`src/rtl/scan_pkg.sv`:
```
// Purpose: shared constants and types for the dual-die scan decoder
// Assumes: two dies of 4-bit instruction each, chained into one 8-bit path
// Notes:   codes below are the combined 8-bit instruction values
package scan_pkg;

   // ----------------------------------------------------------------
   // widths and fixed patterns
   // ----------------------------------------------------------------
   localparam int unsigned DIE_IR_W  = 4;
   localparam int unsigned NUM_DIES  = 2;
   localparam int unsigned IR_W      = DIE_IR_W * NUM_DIES;
   localparam int unsigned ID_W      = 64;
   localparam int unsigned SYNC_W    = 2;
   localparam int unsigned TLR_TMS_N = 5;
   localparam int unsigned TMS_CNT_W = 3;
   // each die captures 0001, so the two low bits of every nibble read 01
   localparam logic [IR_W-1:0] IR_CAPTURE = 8'h11;

   // ----------------------------------------------------------------
   // instruction codes
   // ----------------------------------------------------------------
   localparam logic [IR_W-1:0] INS_EXTEST = 8'h00;
   localparam logic [IR_W-1:0] INS_SAMPLE = 8'h11;
   localparam logic [IR_W-1:0] INS_IDCODE = 8'h22;
   localparam logic [IR_W-1:0] INS_HIGHZ  = 8'h33;
   localparam logic [IR_W-1:0] INS_BYPASS = 8'hFF;

   // ----------------------------------------------------------------
   // types
   // ----------------------------------------------------------------
   typedef enum logic [3:0] {
      ST_RESET    = 4'h0,
      ST_IDLE     = 4'h1,
      ST_SEL_DR   = 4'h3,
      ST_CAP_DR   = 4'h2,
      ST_SHIFT_DR = 4'h6,
      ST_EXIT1_DR = 4'h7,
      ST_PAUSE_DR = 4'h5,
      ST_EXIT2_DR = 4'h4,
      ST_UPD_DR   = 4'hC,
      ST_SEL_IR   = 4'hD,
      ST_CAP_IR   = 4'hF,
      ST_SHIFT_IR = 4'hE,
      ST_EXIT1_IR = 4'hA,
      ST_PAUSE_IR = 4'hB,
      ST_EXIT2_IR = 4'h9,
      ST_UPD_IR   = 4'h8
   } tap_state_t;

   typedef enum logic [1:0] {
      DSEL_BYP = 2'h0,
      DSEL_ID  = 2'h1,
      DSEL_BSR = 2'h2
   } dsel_t;

   typedef struct packed {
      logic tck;
      logic tms;
      logic tdi;
      logic trst_n;
   } scan_pins_t;

endpackage

```
`src/rtl/scan_decoder.sv`:
```
// Purpose: boundary-scan tap, 8-bit instruction path and data register mux
// Assumes: tck and the other scan pins are slow against clk (160 ns tck)
// Notes:   every tck edge is found by oversampling; tdo moves on tck fall
`timescale 1ns/1ps

// Function
// - instruction bits shift in only while the tap sits in Shift-IR
// - instruction path is 8 bits: two chained 4-bit die registers
// - current instruction picks the data register between tdi and tdo
// - unselected data registers stay untouched and leave pins alone
// - code 00 selects boundary register in external test mode
// - external test drives boundary values on pins, captures pin inputs
// - code 22 keeps function, puts 64-bit identity register in path
// - reading identity register never disturbs normal operation
// - identity is the instruction after reset, no load needed
// - code 11 keeps function, boundary register samples live pins
// - code 33 floats every pad output and selects the bypass stage
// - code FF keeps function and passes data through bypass stage
// - new instruction takes effect only on latch in Update-IR
// - Capture-IR loads a fixed pattern whose low two bits are 01
// - selected bypass stage clears to zero on Capture-DR rising edge
// - five tck rises with tms high reach Test-Logic-Reset
module scan_decoder #(
   parameter int unsigned       NUM_IN   = 4,
   parameter int unsigned       NUM_OUT  = 4,
   // arbitrary neutral identity, one word per die, lsb set as required
   parameter logic [63:0]       ID_VALUE = 64'h0ABC_D001_0ABC_D001
) (
   input  wire logic                      clk,
   input  wire logic                      rst_n,
   input  wire scan_pkg::scan_pins_t      pins,
   input  wire logic [NUM_IN-1:0]         pad_in,
   input  wire logic [NUM_OUT-1:0]        core_out,
   input  wire logic [NUM_OUT-1:0]        core_oe,
   output      logic                      tdo,
   output      logic                      tdo_oe,
   output      logic [NUM_OUT-1:0]        pad_out,
   output      logic [NUM_OUT-1:0]        pad_oe,
   output      logic [scan_pkg::IR_W-1:0] instr,
   output      logic                      tap_reset
);

   localparam int unsigned BSR_W = NUM_IN + NUM_OUT;
   localparam int unsigned IR_W  = scan_pkg::IR_W;
   localparam int unsigned ID_W  = scan_pkg::ID_W;
   // ----------------------------------------------------------------
   // pin synchronisers
   // ----------------------------------------------------------------
   localparam int unsigned PW = 4 + NUM_IN;
   logic [PW-1:0] meta_reg;
   logic [PW-1:0] sync_reg;
   logic          tck_d_reg;
   wire  [PW-1:0] raw_in = {pad_in, pins.trst_n, pins.tdi, pins.tms,
                             pins.tck};

   genvar g;
   generate
      for (g = 0; g < PW; g++) begin : g_sync
         always_ff @(posedge clk or negedge rst_n) begin
            if (!rst_n) begin
               meta_reg[g] <= 1'b0;
               sync_reg[g] <= 1'b0;
            end else begin
               meta_reg[g] <= raw_in[g];
               sync_reg[g] <= meta_reg[g];
            end
         end
      end
   endgenerate

   wire              tck_s   = sync_reg[0];
   wire              tms_s   = sync_reg[1];
   wire              tdi_s   = sync_reg[2];
   wire              trst_s  = sync_reg[3];
   wire [NUM_IN-1:0] pin_s   = sync_reg[PW-1:4];
   wire              tck_rise = tck_s & ~tck_d_reg;
   wire              tck_fall = ~tck_s & tck_d_reg;

   // ----------------------------------------------------------------
   // tap state machine
   // ----------------------------------------------------------------
   function automatic scan_pkg::tap_state_t tap_next(
      input scan_pkg::tap_state_t s,
      input logic                 m
   );
      case (s)
         scan_pkg::ST_RESET:    tap_next = m ? scan_pkg::ST_RESET
                                             : scan_pkg::ST_IDLE;
         scan_pkg::ST_IDLE:     tap_next = m ? scan_pkg::ST_SEL_DR
                                             : scan_pkg::ST_IDLE;
         scan_pkg::ST_SEL_DR:   tap_next = m ? scan_pkg::ST_SEL_IR
                                             : scan_pkg::ST_CAP_DR;
         scan_pkg::ST_CAP_DR,
         scan_pkg::ST_SHIFT_DR: tap_next = m ? scan_pkg::ST_EXIT1_DR
                                             : scan_pkg::ST_SHIFT_DR;
         scan_pkg::ST_EXIT1_DR: tap_next = m ? scan_pkg::ST_UPD_DR
                                             : scan_pkg::ST_PAUSE_DR;
         scan_pkg::ST_PAUSE_DR: tap_next = m ? scan_pkg::ST_EXIT2_DR
                                             : scan_pkg::ST_PAUSE_DR;
         scan_pkg::ST_EXIT2_DR: tap_next = m ? scan_pkg::ST_UPD_DR
                                             : scan_pkg::ST_SHIFT_DR;
         scan_pkg::ST_SEL_IR:   tap_next = m ? scan_pkg::ST_RESET
                                             : scan_pkg::ST_CAP_IR;
         scan_pkg::ST_CAP_IR,
         scan_pkg::ST_SHIFT_IR: tap_next = m ? scan_pkg::ST_EXIT1_IR
                                             : scan_pkg::ST_SHIFT_IR;
         scan_pkg::ST_EXIT1_IR: tap_next = m ? scan_pkg::ST_UPD_IR
                                             : scan_pkg::ST_PAUSE_IR;
         scan_pkg::ST_PAUSE_IR: tap_next = m ? scan_pkg::ST_EXIT2_IR
                                             : scan_pkg::ST_PAUSE_IR;
         scan_pkg::ST_EXIT2_IR: tap_next = m ? scan_pkg::ST_UPD_IR
                                             : scan_pkg::ST_SHIFT_IR;
         scan_pkg::ST_UPD_DR,
         scan_pkg::ST_UPD_IR:   tap_next = m ? scan_pkg::ST_SEL_DR
                                             : scan_pkg::ST_IDLE;
         default:               tap_next = scan_pkg::ST_RESET;
      endcase
   endfunction

   scan_pkg::tap_state_t state_reg;
   scan_pkg::tap_state_t state_next;
   assign state_next = tap_next(state_reg, tms_s);
   always_ff @(posedge clk or negedge rst_n) begin
      if (!rst_n) begin
         state_reg <= scan_pkg::ST_RESET;
         tck_d_reg <= 1'b0;
      end else begin
         tck_d_reg <= tck_s;
         if (!trst_s)
            state_reg <= scan_pkg::ST_RESET;
         else if (tck_rise)
            state_reg <= state_next;
      end
   end

   wire in_reset  = (state_reg == scan_pkg::ST_RESET);
   wire cap_ir    = (state_reg == scan_pkg::ST_CAP_IR);
   wire shift_ir  = (state_reg == scan_pkg::ST_SHIFT_IR);
   wire upd_ir    = (state_reg == scan_pkg::ST_UPD_IR);
   wire cap_dr    = (state_reg == scan_pkg::ST_CAP_DR);
   wire shift_dr  = (state_reg == scan_pkg::ST_SHIFT_DR);
   wire upd_dr    = (state_reg == scan_pkg::ST_UPD_DR);

   // ----------------------------------------------------------------
   // instruction path and decode
   // ----------------------------------------------------------------
   logic [IR_W-1:0] ir_sh_reg;
   logic [IR_W-1:0] instr_reg;
   // tdi enters at the top; 8 shifts fill both die nibbles
   always_ff @(posedge clk or negedge rst_n) begin
      if (!rst_n)
         ir_sh_reg <= scan_pkg::IR_CAPTURE;
      else if (tck_rise && cap_ir)
         ir_sh_reg <= scan_pkg::IR_CAPTURE;
      else if (tck_rise && shift_ir)
         ir_sh_reg <= {tdi_s, ir_sh_reg[IR_W-1:1]};
   end

   // latch on the falling edge so the path never changes mid-shift
   always_ff @(posedge clk or negedge rst_n) begin
      if (!rst_n)
         instr_reg <= scan_pkg::INS_IDCODE;
      else if (in_reset)
         instr_reg <= scan_pkg::INS_IDCODE;
      else if (tck_fall && upd_ir)
         instr_reg <= ir_sh_reg;
   end

   wire is_extest = (instr_reg == scan_pkg::INS_EXTEST);
   wire is_sample = (instr_reg == scan_pkg::INS_SAMPLE);
   wire is_idcode = (instr_reg == scan_pkg::INS_IDCODE);
   wire is_highz  = (instr_reg == scan_pkg::INS_HIGHZ);

   // everything not listed, 0xFF included, falls to bypass
   scan_pkg::dsel_t dsel;
   assign dsel = (is_extest | is_sample) ? scan_pkg::DSEL_BSR :
                 is_idcode               ? scan_pkg::DSEL_ID  :
                                           scan_pkg::DSEL_BYP;
   wire sel_byp = (dsel == scan_pkg::DSEL_BYP);
   wire sel_id  = (dsel == scan_pkg::DSEL_ID);
   wire sel_bsr = (dsel == scan_pkg::DSEL_BSR);

   // ----------------------------------------------------------------
   // data registers
   // ----------------------------------------------------------------
   logic             byp_reg;
   logic [ID_W-1:0]  id_sh_reg;
   logic [BSR_W-1:0] bsr_sh_reg;
   logic [BSR_W-1:0] bsr_upd_reg;

   // only the selected register moves; the others hold their contents
   always_ff @(posedge clk or negedge rst_n) begin
      if (!rst_n) begin
         byp_reg    <= 1'b0;
         id_sh_reg  <= '0;
         bsr_sh_reg <= '0;
      end else if (tck_rise) begin
         if (cap_dr && sel_byp)
            byp_reg <= 1'b0;
         else if (shift_dr && sel_byp)
            byp_reg <= tdi_s;
         if (cap_dr && sel_id)
            id_sh_reg <= ID_VALUE;
         else if (shift_dr && sel_id)
            id_sh_reg <= {tdi_s, id_sh_reg[ID_W-1:1]};
         if (cap_dr && sel_bsr)
            bsr_sh_reg <= {pin_s, core_out};
         else if (shift_dr && sel_bsr)
            bsr_sh_reg <= {tdi_s, bsr_sh_reg[BSR_W-1:1]};
      end
   end

   // update stage: holds preloaded values until the next Update-DR
   always_ff @(posedge clk or negedge rst_n) begin
      if (!rst_n)
         bsr_upd_reg <= '0;
      else if (tck_fall && upd_dr && sel_bsr)
         bsr_upd_reg <= bsr_sh_reg;
   end

   // ----------------------------------------------------------------
   // serial output, retimed to the falling tck edge
   // ----------------------------------------------------------------
   wire dr_lsb = sel_bsr ? bsr_sh_reg[0] :
                 sel_id  ? id_sh_reg[0]  : byp_reg;
   wire tdo_next = shift_ir ? ir_sh_reg[0] : dr_lsb;

   always_ff @(posedge clk or negedge rst_n) begin
      if (!rst_n) begin
         tdo    <= 1'b0;
         tdo_oe <= 1'b0;
      end else if (tck_fall) begin
         tdo    <= tdo_next;
         tdo_oe <= shift_ir | shift_dr;
      end
   end

   // ----------------------------------------------------------------
   // pad control
   // ----------------------------------------------------------------
   wire [NUM_OUT-1:0] pad_out_next = is_extest ? bsr_upd_reg[NUM_OUT-1:0]
                                               : core_out;
   wire [NUM_OUT-1:0] pad_oe_next  = is_highz  ? '0 :
                                     is_extest ? '1 : core_oe;

   always_ff @(posedge clk or negedge rst_n) begin
      if (!rst_n) begin
         pad_out   <= '0;
         pad_oe    <= '0;
         instr     <= scan_pkg::INS_IDCODE;
         tap_reset <= 1'b1;
      end else begin
         pad_out   <= pad_out_next;
         pad_oe    <= pad_oe_next;
         instr     <= instr_reg;
         tap_reset <= in_reset;
      end
   end

   // ----------------------------------------------------------------
   // checks
   // ----------------------------------------------------------------
   localparam int unsigned   CW      = scan_pkg::TMS_CNT_W;
   localparam logic [CW-1:0] TLR_CNT = CW'(scan_pkg::TLR_TMS_N);
   logic [CW-1:0] tms_hi_cnt;
   always_ff @(posedge clk or negedge rst_n) begin
      if (!rst_n)
         tms_hi_cnt <= '0;
      else if (tck_rise)
         tms_hi_cnt <= !tms_s ? '0 :
                       (tms_hi_cnt == TLR_CNT) ? TLR_CNT : tms_hi_cnt + CW'(1);
   end
endmodule

```
`config.mk`:
```
export PLATFORM = sky130hd
export DESIGN_NAME = scan_decoder
export DESIGN_NICKNAME = d
export VERILOG_FILES = /design/src/rtl/scan_pkg.sv /design/src/rtl/scan_decoder.sv
export SDC_FILE = /design/constraint.sdc
export NUM_CORES = 1
export LEC_CHECK = 0
export ABC_AREA = 1
export BUFFER_PORTS_ARGS = -buffer_cell sky130_fd_sc_hd__buf_2
export CELL_PAD_IN_SITES_DETAIL_PLACEMENT = 2
export CELL_PAD_IN_SITES_GLOBAL_PLACEMENT = 2
export CORE_MARGIN = 5
export CORE_UTILIZATION = 35
export DETAILED_ROUTE_END_ITERATION = 6
export PLACE_DENSITY_LB_ADDON = 0.1
export SYNTH_ARGS = -nofsm -noshare
export SYNTH_HDL_FRONTEND = slang
export SYNTH_SLANG_ARGS = --single-unit
```
`constraint.sdc`:
```
create_clock -name clk -period 3.82 [get_ports clk]
set_input_delay 0.382 -clock clk [delete_from_list [all_inputs] [get_ports clk]]
set_output_delay 0.382 -clock clk [all_outputs]
set_load 0.03 [all_outputs]
```
==> results.toml <==
[run_status]
outcome = "finished clean"

[timing]
period_share_pct = 65.6
hold_viol_final = 0
tightest_slew_ps = 922
rsz0062_at_grt = "false"
whs_ps = 64.7
period_minus_slack_ps = 2510
finalSetupTns_ps = 0
max_freq_mhz = 399
relSlewSlack_pct = 38.3
setup_viol = 0
drv_slew = 0
clock_skew_ps = 8.10

[pwr]
leakage_nw = 3.54
comb_power_share_pct = 4.7
p_seq_share_pct = 41.7
power.share.clock_pct = 53.6
p_int_mw = 2.76
p_sw_share_pct = 22.3
p_per_area_mw_per_mm2 = 538
irDropWorstVdd_uv = 305
p_sw_uw = 789

[critical_path]
cp_common_cell = "nor2_4"
crit_fanout = 82
reg2reg_depth = 8
crit_arrival_ps = 2790
path_cells = "inv_2 -> nor2_4 -> nand2_2 -> nor2_4 -> nand3_4 -> buf_4 -> nand2_1 -> o21ai_1"
cp.required_ps = 4110
r2r_setup_slack_ps = 1310
cpLargestDelayFamily = "simple AND/OR/NAND/NOR gates"
crit_path_end_kind = "flip-flop"
r2r-start = "state_reg[1]$_DFFE_PN0P_"
worst-path-buf-inv = 2
crit_path_start_kind = "flip-flop"
r2r_end = "id_sh_reg[4]$_DFFE_PN0P_"
crit_path_max_incr_delay_ps = 660
worstSetupPathType = "reg -> reg"
slowest_stage = "nand3_4"

[finish]
final_cells = 914
final_core_util_pct = 41.8
layout_commonest_cell = "nand2_1"
drive_above_1_share_pct = 14.6
largest_register_ffs = 64
n_antenna_cell = 0
final_area_mm2 = 0.00660
mostFrequentLayoutCells = "nand2_1, dfrtp_1, inv_1"
areaGrowthSynthToFinish_pct = 18.3
layout.nets = 703
fillers = 1790

[synth]
synth_cell_types = 24
synthTopCellsByArea = "dfrtp_1, nand2_1, inv_1"
synth_seq_cells = 133
synth_fp_nets = 666
yosysWarnings = 0
syn_area_mm2 = 0.00558
yosys.area.top_type = "dfrtp_1"
seq_area_frac_synth_pct = 59.8
synth_top_area_share_pct = 56.5
synth_area_per_cell_um2 = 8.61
netlist_instances = 648

[clock_network]
clk_pin_slew_ps = 60
cts_buffers = 17
cts_sinks = 133
post_cts_resized = 0
cts_buffer_depth = 2
clk_latency_ps = 420
hold_buffers = 0
htreeDepth = 4
cts_tree = "done"
cts_root_buffer = "clkbuf_16"
cts_setup_buffers = 0

[global_route]
grt_pass1_vias = 4711
grt_max_degree = 95
grt_pass1_wl_mm = 23.4
antenna_found_initial = 0
grt-ovfl-total = 0
track_usage_pct = 16.0

[die]
die_y_um = 136
coreArea_mm2 = 0.0158
die_w_um = 136
start_util_pct = 35.4
rows = 46
die_area_mm2 = 0.0186
io_pins = 37

[route]
drt_wl_total_mm = 13.7
drt_iter0_drc = 84
dr.pass1.iters = 4
wl_per_cell_um = 15.0
antenna_left = 0
drcViolationCount = 0
viasPerCell = 4.66
routed-via-count = 4262

[placed_design]
io_buffers = 36
place_area_mm2 = 0.00591
place_congestion = 0.732
place_inst = 882
dp_hpwl_mm = 8.62

[job]
drv_cap = 0

[min_path]
hp-class = "in -> async"
[final cells by class]
cell class	instances	area [um^2]	area share, %
timing repair buffer	41	224	3.40
clock inverter	14	246	3.74
sequential	133	3340	50.6
tap	216	270	4.10
inverter	90	338	5.12
clock buffer	18	439	6.66
multi-input combinational	402	1740	26.4
[cells in the mapped netlist]
cell and count:
nand2_1 214, dfrtp_1 126, inv_1 87, o21ai_1 64, nor2_1 49, o21ai_0 22, nand3_1 18, or2_2 15
buf_6 9, dfstp_2 7, clkbuf_1 6, a21oi_1 5, buf_2 5, nor3_1 4, o22ai_1 4, buf_4 3
inv_2 2, nor2_4 2, and3_1 1, clkinv_1 1, nand2_2 1, nand3_2 1, nand4_1 1, o211ai_1 1
[power by group through the flow]
stage                     logic [mW]  clock network [mW]  registers, mW
after detailed placement       0.171                   0           1.50
after global placement         0.162                   0           1.50
after global routing           0.196                2.01           1.48
after floorplan               0.0851                   0           1.51
final                          0.167                1.90           1.48
after CTS                      0.175                1.95           1.48
[metal layers]
layer	GRT usage, %	part of all wire [%]	wire (um)	vias to the layer above
li1	-	-	-	2065
met1	19.0	44	6070	2145
met2	28.5	52	7130	39
met3	3.55	2.8	378	13
met4	5.38	1.2	168	0
met5	0	0	0	-
[worst reg2reg max path, cell delays in order (launching register included)]
cell and delay (ps):
dfrtp_1 460, inv_2 90, nor2_4 140, nand2_2 110
nor2_4 170, nand3_4 660, buf_4 550, nand2_1 120
o21ai_1 80
[metrics by stage]
stage	setup slack (ps)	power, mW
3_3_place_gp	1370	1.66
5_1_grt	1040	3.69
2_1_floorplan	2390	1.60
4_1_cts	1240	3.60
3_5_place_dp	1300	1.67
6_report	1310	3.55
[kinds of logic (layout without fill, tap and decap cells)]
logic type | count (synthesis) | in the layout | share of synthesized area (%)
and+or+nand+nor | 306 | 306 | 22.3
AOI/OAI and AO/OA | 96 | 96 | 8.75
buffers and inverters | 113 | 163 | 9.13
DFF | 133 | 133 | 59.8
[worst max path at each step]
stage	end	startpoint	cells past startpoint	slack [ps]
after floorplan	id_sh_reg[2]$_DFFE_PN0P_	instr_reg[5]$_DFFE_PN1P_	7	2390
after global placement	id_sh_reg[32]$_DFFE_PN0P_	state_reg[1]$_DFFE_PN0P_	9	1370
after detailed placement	id_sh_reg[3]$_DFFE_PN0P_	instr_reg[6]$_DFFE_PN0P_	7	1300
after CTS	id_sh_reg[4]$_DFFE_PN0P_	instr_reg[7]$_DFFE_PN0P_	7	1240
after global routing	id_sh_reg[4]$_DFFE_PN0P_	instr_reg[6]$_DFFE_PN0P_	7	1040
final	id_sh_reg[4]$_DFFE_PN0P_	state_reg[1]$_DFFE_PN0P_	8	1310
Note: power is estimated with default switching activity, not from simulation.
